===== src/common/conv_out_pkg.sv =====
package conv_out_pkg;
    // Link and frame shape
    localparam int unsigned BIT_COUNT = 19;
    localparam logic [4:0] LAST_EDGE = 5'd19;
    // Master clock rate
    localparam int unsigned CLK_HZ = 20000000;
    // Power-on settle time before the clock-source strap is taken
    localparam int unsigned POR_US = 1000;
    localparam int unsigned POR_CYCLES = (CLK_HZ / 1000000) * POR_US;
    // Internal sampling network rate
    localparam int unsigned SAMPLE_HZ = 69900;
    localparam int unsigned SAMPLE_DIV = CLK_HZ / SAMPLE_HZ;
    // Samples taken per conversion, whether paced internally or by the select pin
    localparam int unsigned CONV_SAMPLES = 16;
    // Half period of the serial clock in master cycles
    localparam int unsigned HALF_BIT_CYCLES = 4;
    // Fifo shape
    localparam int unsigned FIFO_DEPTH = 4;
    localparam int unsigned RESULT_W = 18;
    // Reset values of the two pins
    localparam logic SCK_RST = 1'b1;
    localparam logic SDO_RST = 1'b1;
endpackage : conv_out_pkg


===== src/hdl/conv_out.sv =====
// Operation
// Drive clock and data pins; chip select ignored (code drives the clock pin in internal mode only)
// Latch clock source when power-on ends
// Pin undriven at reset selects internal clocking
// Pin held low selects external mode
// Converting: clock and data held high
// Conversion done: both pins pulled low
// Output runs first to nineteenth rising edge
// Data changes on falling edges; clock output
// Receiver samples on rising edges one-nineteen
// After edge nineteen data high, clock high
// Select low: internal 69900 Hz sampling pace
// Convert and shift repeat with no host
// Select clocked: conversions paced by that clock
`timescale 1ns/100ps
`default_nettype none
module conv_out
    import conv_out_pkg::*;
#(
    parameter int unsigned POR_LEN = POR_CYCLES
) (
    input wire logic mclk_i,
    input wire logic resetn_i,
    // Result words from the modulator core
    input wire logic [RESULT_W-1:0] result_i,
    input wire logic result_valid_i,
    output logic result_ready_o,
    // Pin levels seen from outside
    input wire logic sck_pin_i,
    input wire logic oscillator_select_pin_i,
    // Serial clock pin, input during power-on, driven after it in internal mode only
    output logic sck_o,
    output logic sck_oe_o,
    output logic sdo_o,
    output logic sdo_oe_o,
    // Mode latched at power-on end: 1 internal clocking
    output logic int_mode_o,
    // Conversion pacing tick for the modulator
    output logic sample_tick_o
);
    typedef enum logic [1:0] {S_POR, S_CONV, S_DONE, S_SHIFT} state_t;
    state_t state_r, state_nxt;

    // Three-stage synchronisers for the pins
    logic [2:0] sck_sy_r;
    logic [2:0] osc_sy_r;
    logic sck_lvl_r, osc_lvl_r;
    always_ff @(posedge mclk_i or negedge resetn_i) begin
        if (!resetn_i) begin
            sck_sy_r <= 3'h7;
            osc_sy_r <= 3'h0;
        end else begin
            sck_sy_r <= {sck_sy_r[1:0], sck_pin_i};
            osc_sy_r <= {osc_sy_r[1:0], oscillator_select_pin_i};
        end
    end
    // Level accepted once stages two and three agree
    always_ff @(posedge mclk_i or negedge resetn_i) begin
        if (!resetn_i) begin
            sck_lvl_r <= 1'b1;
            osc_lvl_r <= 1'b0;
        end else begin
            if (sck_sy_r[2] == sck_sy_r[1]) sck_lvl_r <= sck_sy_r[2];
            if (osc_sy_r[2] == osc_sy_r[1]) osc_lvl_r <= osc_sy_r[2];
        end
    end
    // Select pin about to be accepted high: one rising edge of an outside clock
    wire osc_rise = !osc_lvl_r && osc_sy_r[2] && osc_sy_r[1];
    // Select pin about to change its accepted level either way
    wire osc_move = (osc_sy_r[2] == osc_sy_r[1]) && (osc_sy_r[2] != osc_lvl_r);

    // Cycles since the select pin last moved; a pin still for a whole internal
    // pace period counts as static, so a tied pin never paces from one edge
    logic [$clog2(SAMPLE_DIV+1)-1:0] osc_idle_r;
    wire osc_static = (osc_idle_r == $bits(osc_idle_r)'(SAMPLE_DIV));
    always_ff @(posedge mclk_i or negedge resetn_i) begin
        if (!resetn_i) osc_idle_r <= $bits(osc_idle_r)'(SAMPLE_DIV);
        else if (osc_move) osc_idle_r <= '0;
        else if (!osc_static) osc_idle_r <= osc_idle_r + 1'b1;
    end

    // Power-on counter
    logic [$clog2(POR_CYCLES+1)-1:0] por_cnt_r;
    wire por_end = (por_cnt_r == $bits(por_cnt_r)'(POR_LEN));
    always_ff @(posedge mclk_i or negedge resetn_i) begin
        if (!resetn_i) por_cnt_r <= '0;
        else if (!por_end) por_cnt_r <= por_cnt_r + 1'b1;
    end

    // Mode strap, taken from the pin level as power-on ends
    logic mode_r;
    always_ff @(posedge mclk_i or negedge resetn_i) begin
        if (!resetn_i) begin
            mode_r <= 1'b0;
        // Strap at end
        end else if (state_r == S_POR && por_end) begin
            // High means internal
            mode_r <= sck_lvl_r;
        end
    end

    // Internal oscillator divider; ext clock edges used otherwise
    logic [$clog2(SAMPLE_DIV)-1:0] div_r;
    wire int_tick = (div_r == $bits(div_r)'(SAMPLE_DIV-1));
    always_ff @(posedge mclk_i or negedge resetn_i) begin
        if (!resetn_i) div_r <= '0;
        else div_r <= int_tick ? '0 : div_r + 1'b1;
    end
    // Pace select
    wire pace = osc_static ? int_tick : osc_rise;

    // Head of the result fifo, taken when a conversion completes in internal mode
    logic [RESULT_W-1:0] fifo_data;
    logic fifo_valid;

    // Conversion sample counter
    logic [4:0] samp_r;
    wire conv_done = (samp_r == 5'(CONV_SAMPLES)) && fifo_valid;

    // Serial bit timer and edge count
    logic [2:0] half_r;
    logic [4:0] edge_r;
    logic [RESULT_W:0] shreg_r;
    logic sck_r, sdo_r;
    wire half_tick = (half_r == 3'(HALF_BIT_CYCLES-1));

    // Next state
    always_comb begin
        state_nxt = state_r;
        unique case (state_r)
            S_POR: if (por_end) state_nxt = S_CONV;
            S_CONV: if (conv_done && mode_r) state_nxt = S_DONE;
            // First rising edge opens the output
            S_DONE: if (half_tick) state_nxt = S_SHIFT;
            // Return to converting
            S_SHIFT: if (half_tick && sck_r && edge_r == LAST_EDGE) state_nxt = S_CONV;
        endcase
    end

    always_ff @(posedge mclk_i or negedge resetn_i) begin
        if (!resetn_i) state_r <= S_POR;
        else state_r <= state_nxt;
    end

    // Sample counter; conversion waits on fifo data
    always_ff @(posedge mclk_i or negedge resetn_i) begin
        if (!resetn_i) samp_r <= '0;
        else if (state_r != S_CONV) samp_r <= '0;
        else if (pace && samp_r != 5'(CONV_SAMPLES)) samp_r <= samp_r + 1'b1;
    end

    // Half-bit timer runs only in the done and shift states
    always_ff @(posedge mclk_i or negedge resetn_i) begin
        if (!resetn_i) half_r <= '0;
        else if (state_r == S_DONE || state_r == S_SHIFT) half_r <= half_tick ? '0 : half_r + 1'b1;
        else half_r <= '0;
    end

    // Pin drivers and shifter
    always_ff @(posedge mclk_i or negedge resetn_i) begin
        if (!resetn_i) begin
            sck_r <= SCK_RST;
            sdo_r <= SDO_RST;
            edge_r <= '0;
            shreg_r <= '0;
        end else begin
            unique case (state_r)
                S_POR: begin
                    sck_r <= SCK_RST;
                    sdo_r <= SDO_RST;
                end
                S_CONV: begin
                    edge_r <= '0;
                    if (conv_done && mode_r) begin
                        // Both pins low
                        sck_r <= 1'b0;
                        sdo_r <= 1'b0;
                        shreg_r <= {1'b0, fifo_data};
                    end else begin
                        // Busy shows high
                        sck_r <= 1'b1;
                        sdo_r <= 1'b1;
                    end
                end
                S_DONE: if (half_tick) begin
                    sck_r <= 1'b1;
                    edge_r <= 5'd1;
                end
                S_SHIFT: if (half_tick) begin
                    if (sck_r) begin
                        if (edge_r == LAST_EDGE) begin
                            // New conversion flag
                            sdo_r <= 1'b1;
                        end else begin
                            // Falling edge shifts data
                            sck_r <= 1'b0;
                            sdo_r <= shreg_r[RESULT_W-1];
                            shreg_r <= {shreg_r[RESULT_W-1:0], 1'b0};
                        end
                    end else begin
                        sck_r <= 1'b1;
                        edge_r <= edge_r + 1'b1;
                    end
                end
            endcase
        end
    end

    // Pacing tick for the modulator
    logic tick_r;
    always_ff @(posedge mclk_i or negedge resetn_i) begin
        if (!resetn_i) tick_r <= 1'b0;
        else tick_r <= pace && state_r == S_CONV;
    end

    // Result fifo: filled by the modulator, drained when a conversion completes in internal mode
    logic fifo_in_ready;
    logic [RESULT_W-1:0] result_q;
    logic rdy_r;
    logic [2:0] occ_r;
    logic [2:0] occ_nxt;
    wire fifo_push = result_valid_i && rdy_r;
    wire fifo_pop = conv_done && mode_r && state_r == S_CONV;
    result_fifo #(.WIDTH(RESULT_W), .DEPTH(FIFO_DEPTH)) u_fifo (
        .mclk_i(mclk_i),
        .resetn_i(resetn_i),
        .in_data_i(result_i),
        .in_valid_i(fifo_push),
        .in_ready_o(fifo_in_ready),
        .out_data_o(result_q),
        .out_valid_o(fifo_valid),
        .out_ready_i(fifo_pop)
    );
    assign fifo_data = result_q;

    // Fill mirror: lets ready leave a flop, at the cost of three bits
    // that follow the fifo's own count step for step
    assign occ_nxt = occ_r + 3'(fifo_push) - 3'(fifo_pop);
    always_ff @(posedge mclk_i or negedge resetn_i) begin
        if (!resetn_i) begin
            occ_r <= '0;
            rdy_r <= 1'b0;
        end else begin
            occ_r <= occ_nxt;
            rdy_r <= (occ_nxt != 3'(FIFO_DEPTH));
        end
    end

    // Outputs registered; drive only after strap
    always_ff @(posedge mclk_i or negedge resetn_i) begin
        if (!resetn_i) begin
            sck_oe_o <= 1'b0;
            sdo_oe_o <= 1'b0;
            int_mode_o <= 1'b0;
        end else begin
            sck_oe_o <= mode_r && state_r != S_POR;
            sdo_oe_o <= state_r != S_POR;
            int_mode_o <= mode_r;
        end
    end
    assign sck_o = sck_r;
    assign sdo_o = sdo_r;
    assign sample_tick_o = tick_r;
    assign result_ready_o = rdy_r;

    // Nineteen rising edges per frame
    // Edge count bound
    edge_bound_a: assert property (@(posedge mclk_i) disable iff (!resetn_i)
        state_r == S_SHIFT |-> edge_r <= LAST_EDGE) else $error("edge count past nineteen");
    // Busy pins high
    conv_high_a: assert property (@(posedge mclk_i) disable iff (!resetn_i)
        $past(state_r) == S_CONV && state_r == S_CONV |-> sck_r && sdo_r) else $error("busy pins not high");
    // Done pulls low
    done_low_a: assert property (@(posedge mclk_i) disable iff (!resetn_i)
        state_r == S_CONV && state_nxt == S_DONE |=> !sck_r && !sdo_r) else $error("done not low");
    // End flag high
    end_high_a: assert property (@(posedge mclk_i) disable iff (!resetn_i)
        state_r == S_SHIFT && state_nxt == S_CONV |=> sdo_r && sck_r) else $error("end flag not high");
    // Data moves only on fall
    data_fall_a: assert property (@(posedge mclk_i) disable iff (!resetn_i)
        state_r == S_SHIFT && $changed(sdo_r) && $past(state_r) == S_SHIFT |-> !sck_r || edge_r == LAST_EDGE)
        else $error("data changed off falling edge");
    // Strap stable after power-on
    strap_hold_a: assert property (@(posedge mclk_i) disable iff (!resetn_i)
        state_r != S_POR && $past(state_r) != S_POR |-> $stable(mode_r)) else $error("mode moved");
    // Shift ends in new conversion
    repeat_a: assert property (@(posedge mclk_i) disable iff (!resetn_i)
        state_r == S_DONE |-> ##[1:200] state_r == S_CONV) else $error("no new conversion");
    // External mode stays silent
    ext_quiet_a: assert property (@(posedge mclk_i) disable iff (!resetn_i)
        !mode_r && state_r != S_POR |-> state_r == S_CONV) else $error("shift in external mode");
    // Ready never runs ahead of the fifo
    ready_track_a: assert property (@(posedge mclk_i) disable iff (!resetn_i)
        rdy_r |-> fifo_in_ready) else $error("ready while fifo full");
endmodule : conv_out
`default_nettype wire


===== src/hdl/result_fifo.sv =====
`timescale 1ns/100ps
`default_nettype none
module result_fifo #(
    parameter int unsigned WIDTH = 18,
    parameter int unsigned DEPTH = 4
) (
    input wire logic mclk_i,
    input wire logic resetn_i,
    input wire logic [WIDTH-1:0] in_data_i,
    input wire logic in_valid_i,
    output logic in_ready_o,
    output logic [WIDTH-1:0] out_data_o,
    output logic out_valid_o,
    input wire logic out_ready_i
);
    localparam int unsigned AW = $clog2(DEPTH);
    // Storage words, indexed by pointer
    logic [WIDTH-1:0] mem_r [DEPTH];
    logic [AW-1:0] wr_r;
    logic [AW-1:0] rd_r;
    logic [AW:0] cnt_r;
    wire push = in_valid_i && in_ready_o;
    wire pop = out_valid_o && out_ready_i;
    assign in_ready_o = (cnt_r != (AW+1)'(DEPTH));
    assign out_valid_o = (cnt_r != '0);
    assign out_data_o = mem_r[rd_r];
    // Write side
    always_ff @(posedge mclk_i) begin
        if (push) begin
            mem_r[wr_r] <= in_data_i;
        end
    end
    // Pointers and fill count
    always_ff @(posedge mclk_i or negedge resetn_i) begin
        if (!resetn_i) begin
            wr_r <= '0;
            rd_r <= '0;
            cnt_r <= '0;
        end else begin
            if (push) begin
                wr_r <= (wr_r == AW'(DEPTH-1)) ? '0 : wr_r + 1'b1;
            end
            if (pop) begin
                rd_r <= (rd_r == AW'(DEPTH-1)) ? '0 : rd_r + 1'b1;
            end
            cnt_r <= cnt_r + (AW+1)'(push) - (AW+1)'(pop);
        end
    end
endmodule : result_fifo
`default_nettype wire


===== config.mk =====
export PLATFORM = sky130hd
export DESIGN_NAME = conv_out
export DESIGN_NICKNAME = d
export VERILOG_FILES = /design/src/common/conv_out_pkg.sv /design/src/hdl/conv_out.sv /design/src/hdl/result_fifo.sv
export SDC_FILE = /design/constraint.sdc
export NUM_CORES = 1
export LEC_CHECK = 0
export BUFFER_PORTS_ARGS = -buffer_cell sky130_fd_sc_hd__buf_2
export CORE_MARGIN = 2
export CORE_UTILIZATION = 30
export DETAILED_ROUTE_END_ITERATION = 8
export HOLD_SLACK_MARGIN = 0.08
export PLACE_DENSITY_LB_ADDON = 0.05
export SETUP_SLACK_MARGIN = 0.4
export SLEW_MARGIN = 20
export SYNTH_ARGS = -nofsm -noshare
export SYNTH_HDL_FRONTEND = slang
export SYNTH_HIERARCHICAL = 1
export SYNTH_SLANG_ARGS = --single-unit

===== constraint.sdc =====
create_clock -name mclk_i -period 3.2 [get_ports mclk_i]
set_input_delay 0.64 -clock mclk_i [delete_from_list [all_inputs] [get_ports mclk_i]]
set_output_delay 0.64 -clock mclk_i [all_outputs]
set_load 0.05 [all_outputs]

==> qor.csv, run 1 <==
metric,value,unit
Non-Filler Instances,859,
DRC viols,0,
final design utilization,0.3548,
Antenna diodes,0,
DRT Pass-1 Iters,4,
Final TNS setup,0,ns
Yosys reg bits,164,
relative slew slack,0.5817,
Slew @ Worst Pin,0.6251,ns
Routed Antenna Nets,0,
first-pass GRT wire length,22.14,mm
number of synthesized flops with an enable pin,72,
synthesized net count,533,
post-synthesis sequential area ratio,0.6279,
maximum clock insertion buffer count,2,
largest net degree at the start of global routing,69,
Hold Path Class,in2async,
Starting DRT DRC Count,163,
routed vias,3891,
Final setup viols,0,
wire per inst,15.47,um
CTS tree,done,
Tmin final,2.602,ns
total CTS buffers,17,
count of cell types in the netlist,61,
crit path launch type,flop,
RR Endpoint,result_ready_o,
max cap viols,0,
Filler cells,2264,
"Avg Cell Area, Syn",14.77,um^2
Placed Cells,826,
status,"finished, final reports clean",
Main synth FF type,dfrtp_1,
Leakage,3.320,nW
Ys Warns,6,
Rows,56,
pwr dens,633.9,mW/mm^2
Vias/cell,4.530,
CP required,3.51,ns
"commonest non-fill, non-tap cell in the layout",dfrtp_1,
I/O pin count,30,
initial antenna violation count,1,
Die Y,158.2,um
Post-synth ARST share,0.5610,
Routed WL,13.29,mm
kind of critical path,reg2reg,
Max Fclk,0.3843,GHz
cells on worst reg2reg path,11,
clock-pin transition on the worst setup and hold timing paths,0.07,ns
R2R Setup Slk,0.60,ns
vias in the first global route,4244,
Port Buf Inserts,29,
area taken by multi-input logic gates,0.002524,mm^2
fin. max-slew vios,0,
DP HPWL,8.414,mm
CP Capture Type,flop,
CTS root buffer,clkbuf_16,
"commonest non-fill, non-tap cells in the layout","dfrtp_1 (80), edfxtp_1 (72), mux2_2 (32), buf_2 (28), nand2_1 (27)",
DIE AREA,0.02502,mm^2
RR Startpoint,u_fifo/cnt_r[1],
Final Hold Viols,0,
maximum vdd ir drop,0.3287,mV
H-tree Lvls,4,
fin nets,577,
gr ovfl total,0,
initial core utilization,0.3047,
Final WS setup,0.5981,ns
Tcrit/Tclk final,0.8131,
synth-to-layout area growth,16.42,%
layout cells sized above 1,0.2852,
pre-CTS setup slack,0.4526,ns
clk_lat worst skew,0.43,ns
overall power,5.263,mW
core footprint,0.02340,mm^2
clk sinks,164,
RD Place Congestion,0.6828,
# hold bufs at CTS,0,
post-synthesis cell count,483,
CP arrival,2.91,ns
critical-path maximum fanout,4,
Tot GR Track Use,0.1178,
synthesized area,0.007132,mm^2
clk_skew,0.01203,ns
RSZ-0062 raised after global routing,false,
sequential cell area,0.004479,mm^2
Chip Width,158.2,um
[how the worst max path moves through the flow]
stage | start | endpoint | slack (ns) | depth (start not counted)
floorplan | u_fifo/cnt_r[1] | u_fifo/cnt_r[2] | 0.79 | 12
detailed placement | samp_r[0] | u_fifo/cnt_r[2] | 0.45 | 13
global route | u_fifo/cnt_r[1] | result_ready_o | 0.42 | 11
CTS | samp_r[0] | u_fifo/cnt_r[2] | 0.42 | 13
finish | u_fifo/cnt_r[1] | result_ready_o | 0.60 | 11
global placement | samp_r[0] | u_fifo/cnt_r[2] | 0.58 | 13
[final cells by class]
type | count | share of cell area
Sequential cell | 164 | 0.5395
Multi-Input combinational cell | 282 | 0.3039
Clock buffer | 18 | 0.05169
Tap cell | 319 | 0.04807
Timing Repair Buffer | 36 | 0.02562
Clock inverter | 14 | 0.01944
Inverter | 26 | 0.01175
[cells in the mapped netlist, drive strengths merged, types with 2 or more instances]
library cell / number / area (um^2)
a2111o: 2 / 22.52
a211oi: 3 / 22.52
a21o: 2 / 15.01
a21oi: 12 / 60.06
a31oi: 3 / 18.77
and2: 6 / 40.04
and3: 10 / 68.82
and4: 3 / 27.53
and4b: 2 / 20.02
buf: 6 / 28.77
clkbuf: 5 / 18.77
dfrtp: 81 / 2027
dfstp: 11 / 289.0
edfxtp: 72 / 2162
fa: 2 / 40.04
ha: 25 / 312.8
inv: 26 / 97.59
maj3: 2 / 20.02
mux2: 42 / 484.2
mux2i: 5 / 50.05
mux4: 18 / 405.4
nand2: 28 / 105.1
nand2b: 3 / 18.77
nand3: 14 / 75.07
nand4: 7 / 43.79
nor2: 22 / 82.58
nor2b: 2 / 12.51
nor3: 3 / 15.01
nor4bb: 2 / 20.02
o21ai: 13 / 68.82
o22ai: 2 / 12.51
or3: 3 / 20.02
or3b: 2 / 20.02
or4b: 2 / 27.53
xnor2: 15 / 131.4
xor2: 13 / 113.9
[worst max-delay path, stage by stage, from the launching register on]
cell and delay (ns):
dfrtp_2 0.44, or3_2 0.51, nand2_2 0.10, nor3_2 0.05, buf_4 0.14, ha_1 0.26, inv_1 0.04, ha_1 0.18
fa_1 0.37, xor2_1 0.16, xnor2_1 0.18, nand2_1 0.07
[where the power goes]
part	internal, mW	switching [mW]
sequential	2.50	0.124
combinational	0.272	0.345
clock	1.05	0.966
[through the flow]
stage	hold slack [ns]	area, um^2
detailed placement	0.3465	7689
CTS	0.1094	8279
global route	0.1248	8303
global placement	0.3490	7689
finish	0.1167	8303
floorplan	0.3312	7132
[state kept, by name, indices dropped and copies added (netlist names), 2 cells and up]
name	cells
shreg_r	18
edge_r	5
u_fifo/cnt_r	3
samp_r	5
state_r	2
div_r	9
osc_sy_r	3
osc_idle_r	9
u_fifo/wr_r	2
half_r	3
occ_r	3
u_fifo/mem_r	72
sck_sy_r	3
por_cnt_r	15
u_fifo/rd_r	2
[repair_timing]
item                       4_1_cts  5_1_grt
setup endpoints to repair        0        1
setup buffers                    0        1
resized for setup                0        4
[cells by family after synthesis]
group           Yosys count  synth area share
compound gates           44           0.04018
buf+inv                  37           0.02035
simple gates            116           0.09316
xor+xnor                 28           0.03439
fa+ha+maj                29           0.05228
mux                      65            0.1318
flops                   164            0.6279
[layer usage]
layer / vias to the layer above / global-route usage / wire length, um / part of all wire
met5: - / 0 / 5 / 0.00038
met3: 16 / 0.03121 / 370 / 0.028
li1: 1852 / - / - / -
met4: 2 / 0.04633 / 194 / 0.015
met1: 1984 / 0.1414 / 5972 / 0.45
met2: 37 / 0.2017 / 6743 / 0.51
(Power assumes the default switching activity.)
==> run 2: changes to the inputs <==
==> constraint.sdc (replaced) <==
create_clock -name mclk_i -period 2.3 [get_ports mclk_i]
set_input_delay 0.46 -clock mclk_i [delete_from_list [all_inputs] [get_ports mclk_i]]
set_output_delay 0.46 -clock mclk_i [all_outputs]
set_load 0.05 [all_outputs]
==> run 2 against run 1 <==
The run now ends with negative setup slack left. Clock power is 38% higher. Critical path depth stayed put. Power is 42% higher. Sequential share of layout area is 5.0 points lower. Flip-flop and latch count stayed put. Routed wire length is 9.8% higher. Die area stayed put. Register-to-register slack worse by 0.69 ns. Core utilization is 3.6 points higher. Highest routed layer is now met4.
==> qor.csv, run 2 (synthesized netlist as in run 1, its figures left out) <==
metric,value,unit,change
maximum clock insertion buffer count,2,,unchanged
pwr dens,817.2,mW/mm^2,+29%
RD Place Congestion,0.7315,,+7.1%
grt met2 use,0.2222,,+0.02050
biggest regs,"u_fifo/mem_r x72, shreg_r x18, por_cnt_r x15",,
DP HPWL,8.780,mm,+4.3%
Largest Register,u_fifo/mem_r,,
I/O pin count,30,,unchanged
Routed Antenna Nets,0,,unchanged
core footprint,0.02340,mm^2,unchanged
failing checks,negative setup slack,,
WHS,0.1338,ns,+0.01707 ns
Routed WL,14.59,mm,+9.8%
synth-to-layout area growth,28.26,%,
RSZ-0062 raised after global routing,true,,
largest net degree at the start of global routing,37,,-46%
Tcrit/Tclk final,1.039,,+0.2259
Tot GR Track Use,0.1263,,+0.008519
max incr delay on CP,0.41,ns,-0.10 ns
maximum vdd ir drop,0.3182,mV,-3.2%
Chip Width,158.2,um,unchanged
max cap viols,0,,unchanged
H-tree Lvls,4,,unchanged
CP Capture Type,flop,,
routed vias,4190,,+7.7%
Die Y,158.2,um,unchanged
CP arrival,2.76,ns,-0.15 ns
"commonest non-fill, non-tap cell in the layout",dfrtp_1,,
number of flip-flops under the largest register name,72,,unchanged
cell mode on critical path,ha_4,,
vias in the first global route,4583,,+8.0%
DIE AREA,0.02502,mm^2,unchanged
DRT Pass-1 Iters,4,,unchanged
Final Hold Viols,0,,unchanged
initial antenna violation count,0,,-1
Finished Cell Area,0.009148,mm^2,+10%
layout cells sized above 1,0.3974,,+0.1122
initial core utilization,0.3047,,unchanged
gr ovfl total,0,,unchanged
CTS tree,done,,
first-pass GRT wire length,23.95,mm,+8.2%
Leakage,3.785,nW,+14%
Port Buf Inserts,29,,unchanged
Final setup viols,4,,+4
clk_lat worst skew,0.43,ns,about the same
"slowest stage cell, crit path",or3_4,,
CTS root buffer,clkbuf_16,,
DRC viols,0,,unchanged
kind of critical path,reg2reg,,
"commonest non-fill, non-tap cells in the layout","dfrtp_1 (80), edfxtp_1 (72), buf_4 (41), mux2_2 (31), buf_2 (28)",,
clock-pin transition on the worst setup and hold timing paths,0.07,ns,about the same
GR Util met1,0.1485,,+0.007141
Final WS setup,-0.08963,ns,-0.6878 ns
Slew @ Worst Pin,0.5828,ns,-0.04238 ns
Starting DRT DRC Count,160,,-1.8%
fin nets,641,,+11%
"Cell Area, Placed",0.007885,mm^2,+2.6%
status,"complete, but fails checks",,
CP required,2.67,ns,-0.84 ns
crit path launch type,flop,,
critical-path maximum fanout,3,,-1
relative slew slack,0.6101,,+0.02836
Antenna diodes,0,,unchanged
fin. max-slew vios,0,,unchanged
total CTS buffers,17,,unchanged
M3 GR Usage,0.03093,,-0.0002737
Max Fclk,0.4185,GHz,+8.9%
Tmin final,2.390,ns,-0.2122 ns
clk_skew,0.01125,ns,-0.0007872 ns
Hold Path Class,in2reg,,
wire per inst,15.80,um,+2.2%
Rows,56,,unchanged
crit-path cells,or3_4 > nand2_4 > nor3_4 > buf_6 > ha_4 > inv_2 > ha_4 > fa_2 > xor2_1 > xnor2_1 > buf_4,,
Vias/cell,4.540,,+0.22%
Filler cells,2216,,-2.1%
GRT busiest layer,met2,,
clk sinks,164,,unchanged
run 2: worst max-delay path, delay by kind of cell, from the launching register on:
family	cells	cell delay, ns
adder cells (fa/ha/maj)	3	0.76
AND/OR/NAND/NOR	3	0.53
flip-flops	1	0.40
XOR/XNOR	2	0.36
buffers and inverters	3	0.30
run 2: final timing paths:
| check | slack, ns | from | cells after the start | to |
|---|---|---|---|---|
| worst max-delay path | -0.09 | u_fifo/cnt_r[0] | 11 | occ_r[2] |
| worst min-delay path | 0.13 | sck_pin_i | 1 | sck_sy_r[0] |
| worst max register to register | -0.09 | u_fifo/cnt_r[0] | 11 | occ_r[2] |
| worst min register to register | 0.36 | sck_sy_r[0] | 0 | sck_sy_r[1] |
| max in group asynchronous | 1.09 | resetn_i | 3 | sck_sy_r[1] |
| min in group asynchronous | 0.56 | resetn_i | 2 | div_r[4] |
run 2: layer usage:
layer	part of all wire	up-vias	wire length (um)
met1	0.44	2125	6421
met5	0	-	0
met2	0.51	50	7445
met4	0.018	0	261
met3	0.031	19	459
li1	-	1996	-
run 2: timing repair:
action	CTS	global route
gates resized for setup	32	20
setup endpoints to repair	29	39
gates cloned	3	0
setup buffers	37	7
hold buffers	1	0
endpoints found under the hold margin	29	0
pin swaps	8	12
run 2: layout make-up:
type,count,area (um^2),area share
sequential,164,4479,0.4897
multi-input combinational,282,2686,0.2937
timing repair buffer,100,897.1,0.09807
clock buffer,18,429.2,0.04692
tap,319,399.1,0.04363
clock inverter,14,158.9,0.01737
inverter,26,97.59,0.01067
run 2: power breakdown:
| group | internal, mW | switching, mW | total [mW] | leakage, nW |
|---|---|---|---|---|
| clock network | 1.46 | 1.33 | 2.79 | 0.283 |
| registers | 3.48 | 0.165 | 3.65 | 1.84 |
| logic | 0.495 | 0.547 | 1.04 | 1.66 |
| total | 5.43 | 2.04 | 7.48 | 3.78 |
run 2: metrics by stage:
step / cells / utilization / setup TNS [ns] / setup slack (ns) / power (mW)
6_report: 923 / 0.3909 / -0.2220 / -0.08963 / 7.475
5_1_grt: 923 / 0.3909 / -0.9221 / -0.1680 / 7.859
4_1_cts: 916 / 0.3846 / 0 / 0.003507 / 7.529
3_5_place_dp: 843 / 0.3369 / -0.03244 / -0.01931 / 4.666
3_3_place_gp: 843 / 0.3369 / 0 / 0.03042 / 4.617
2_1_floorplan: 483 / - / 0 / 0.06168 / 4.279
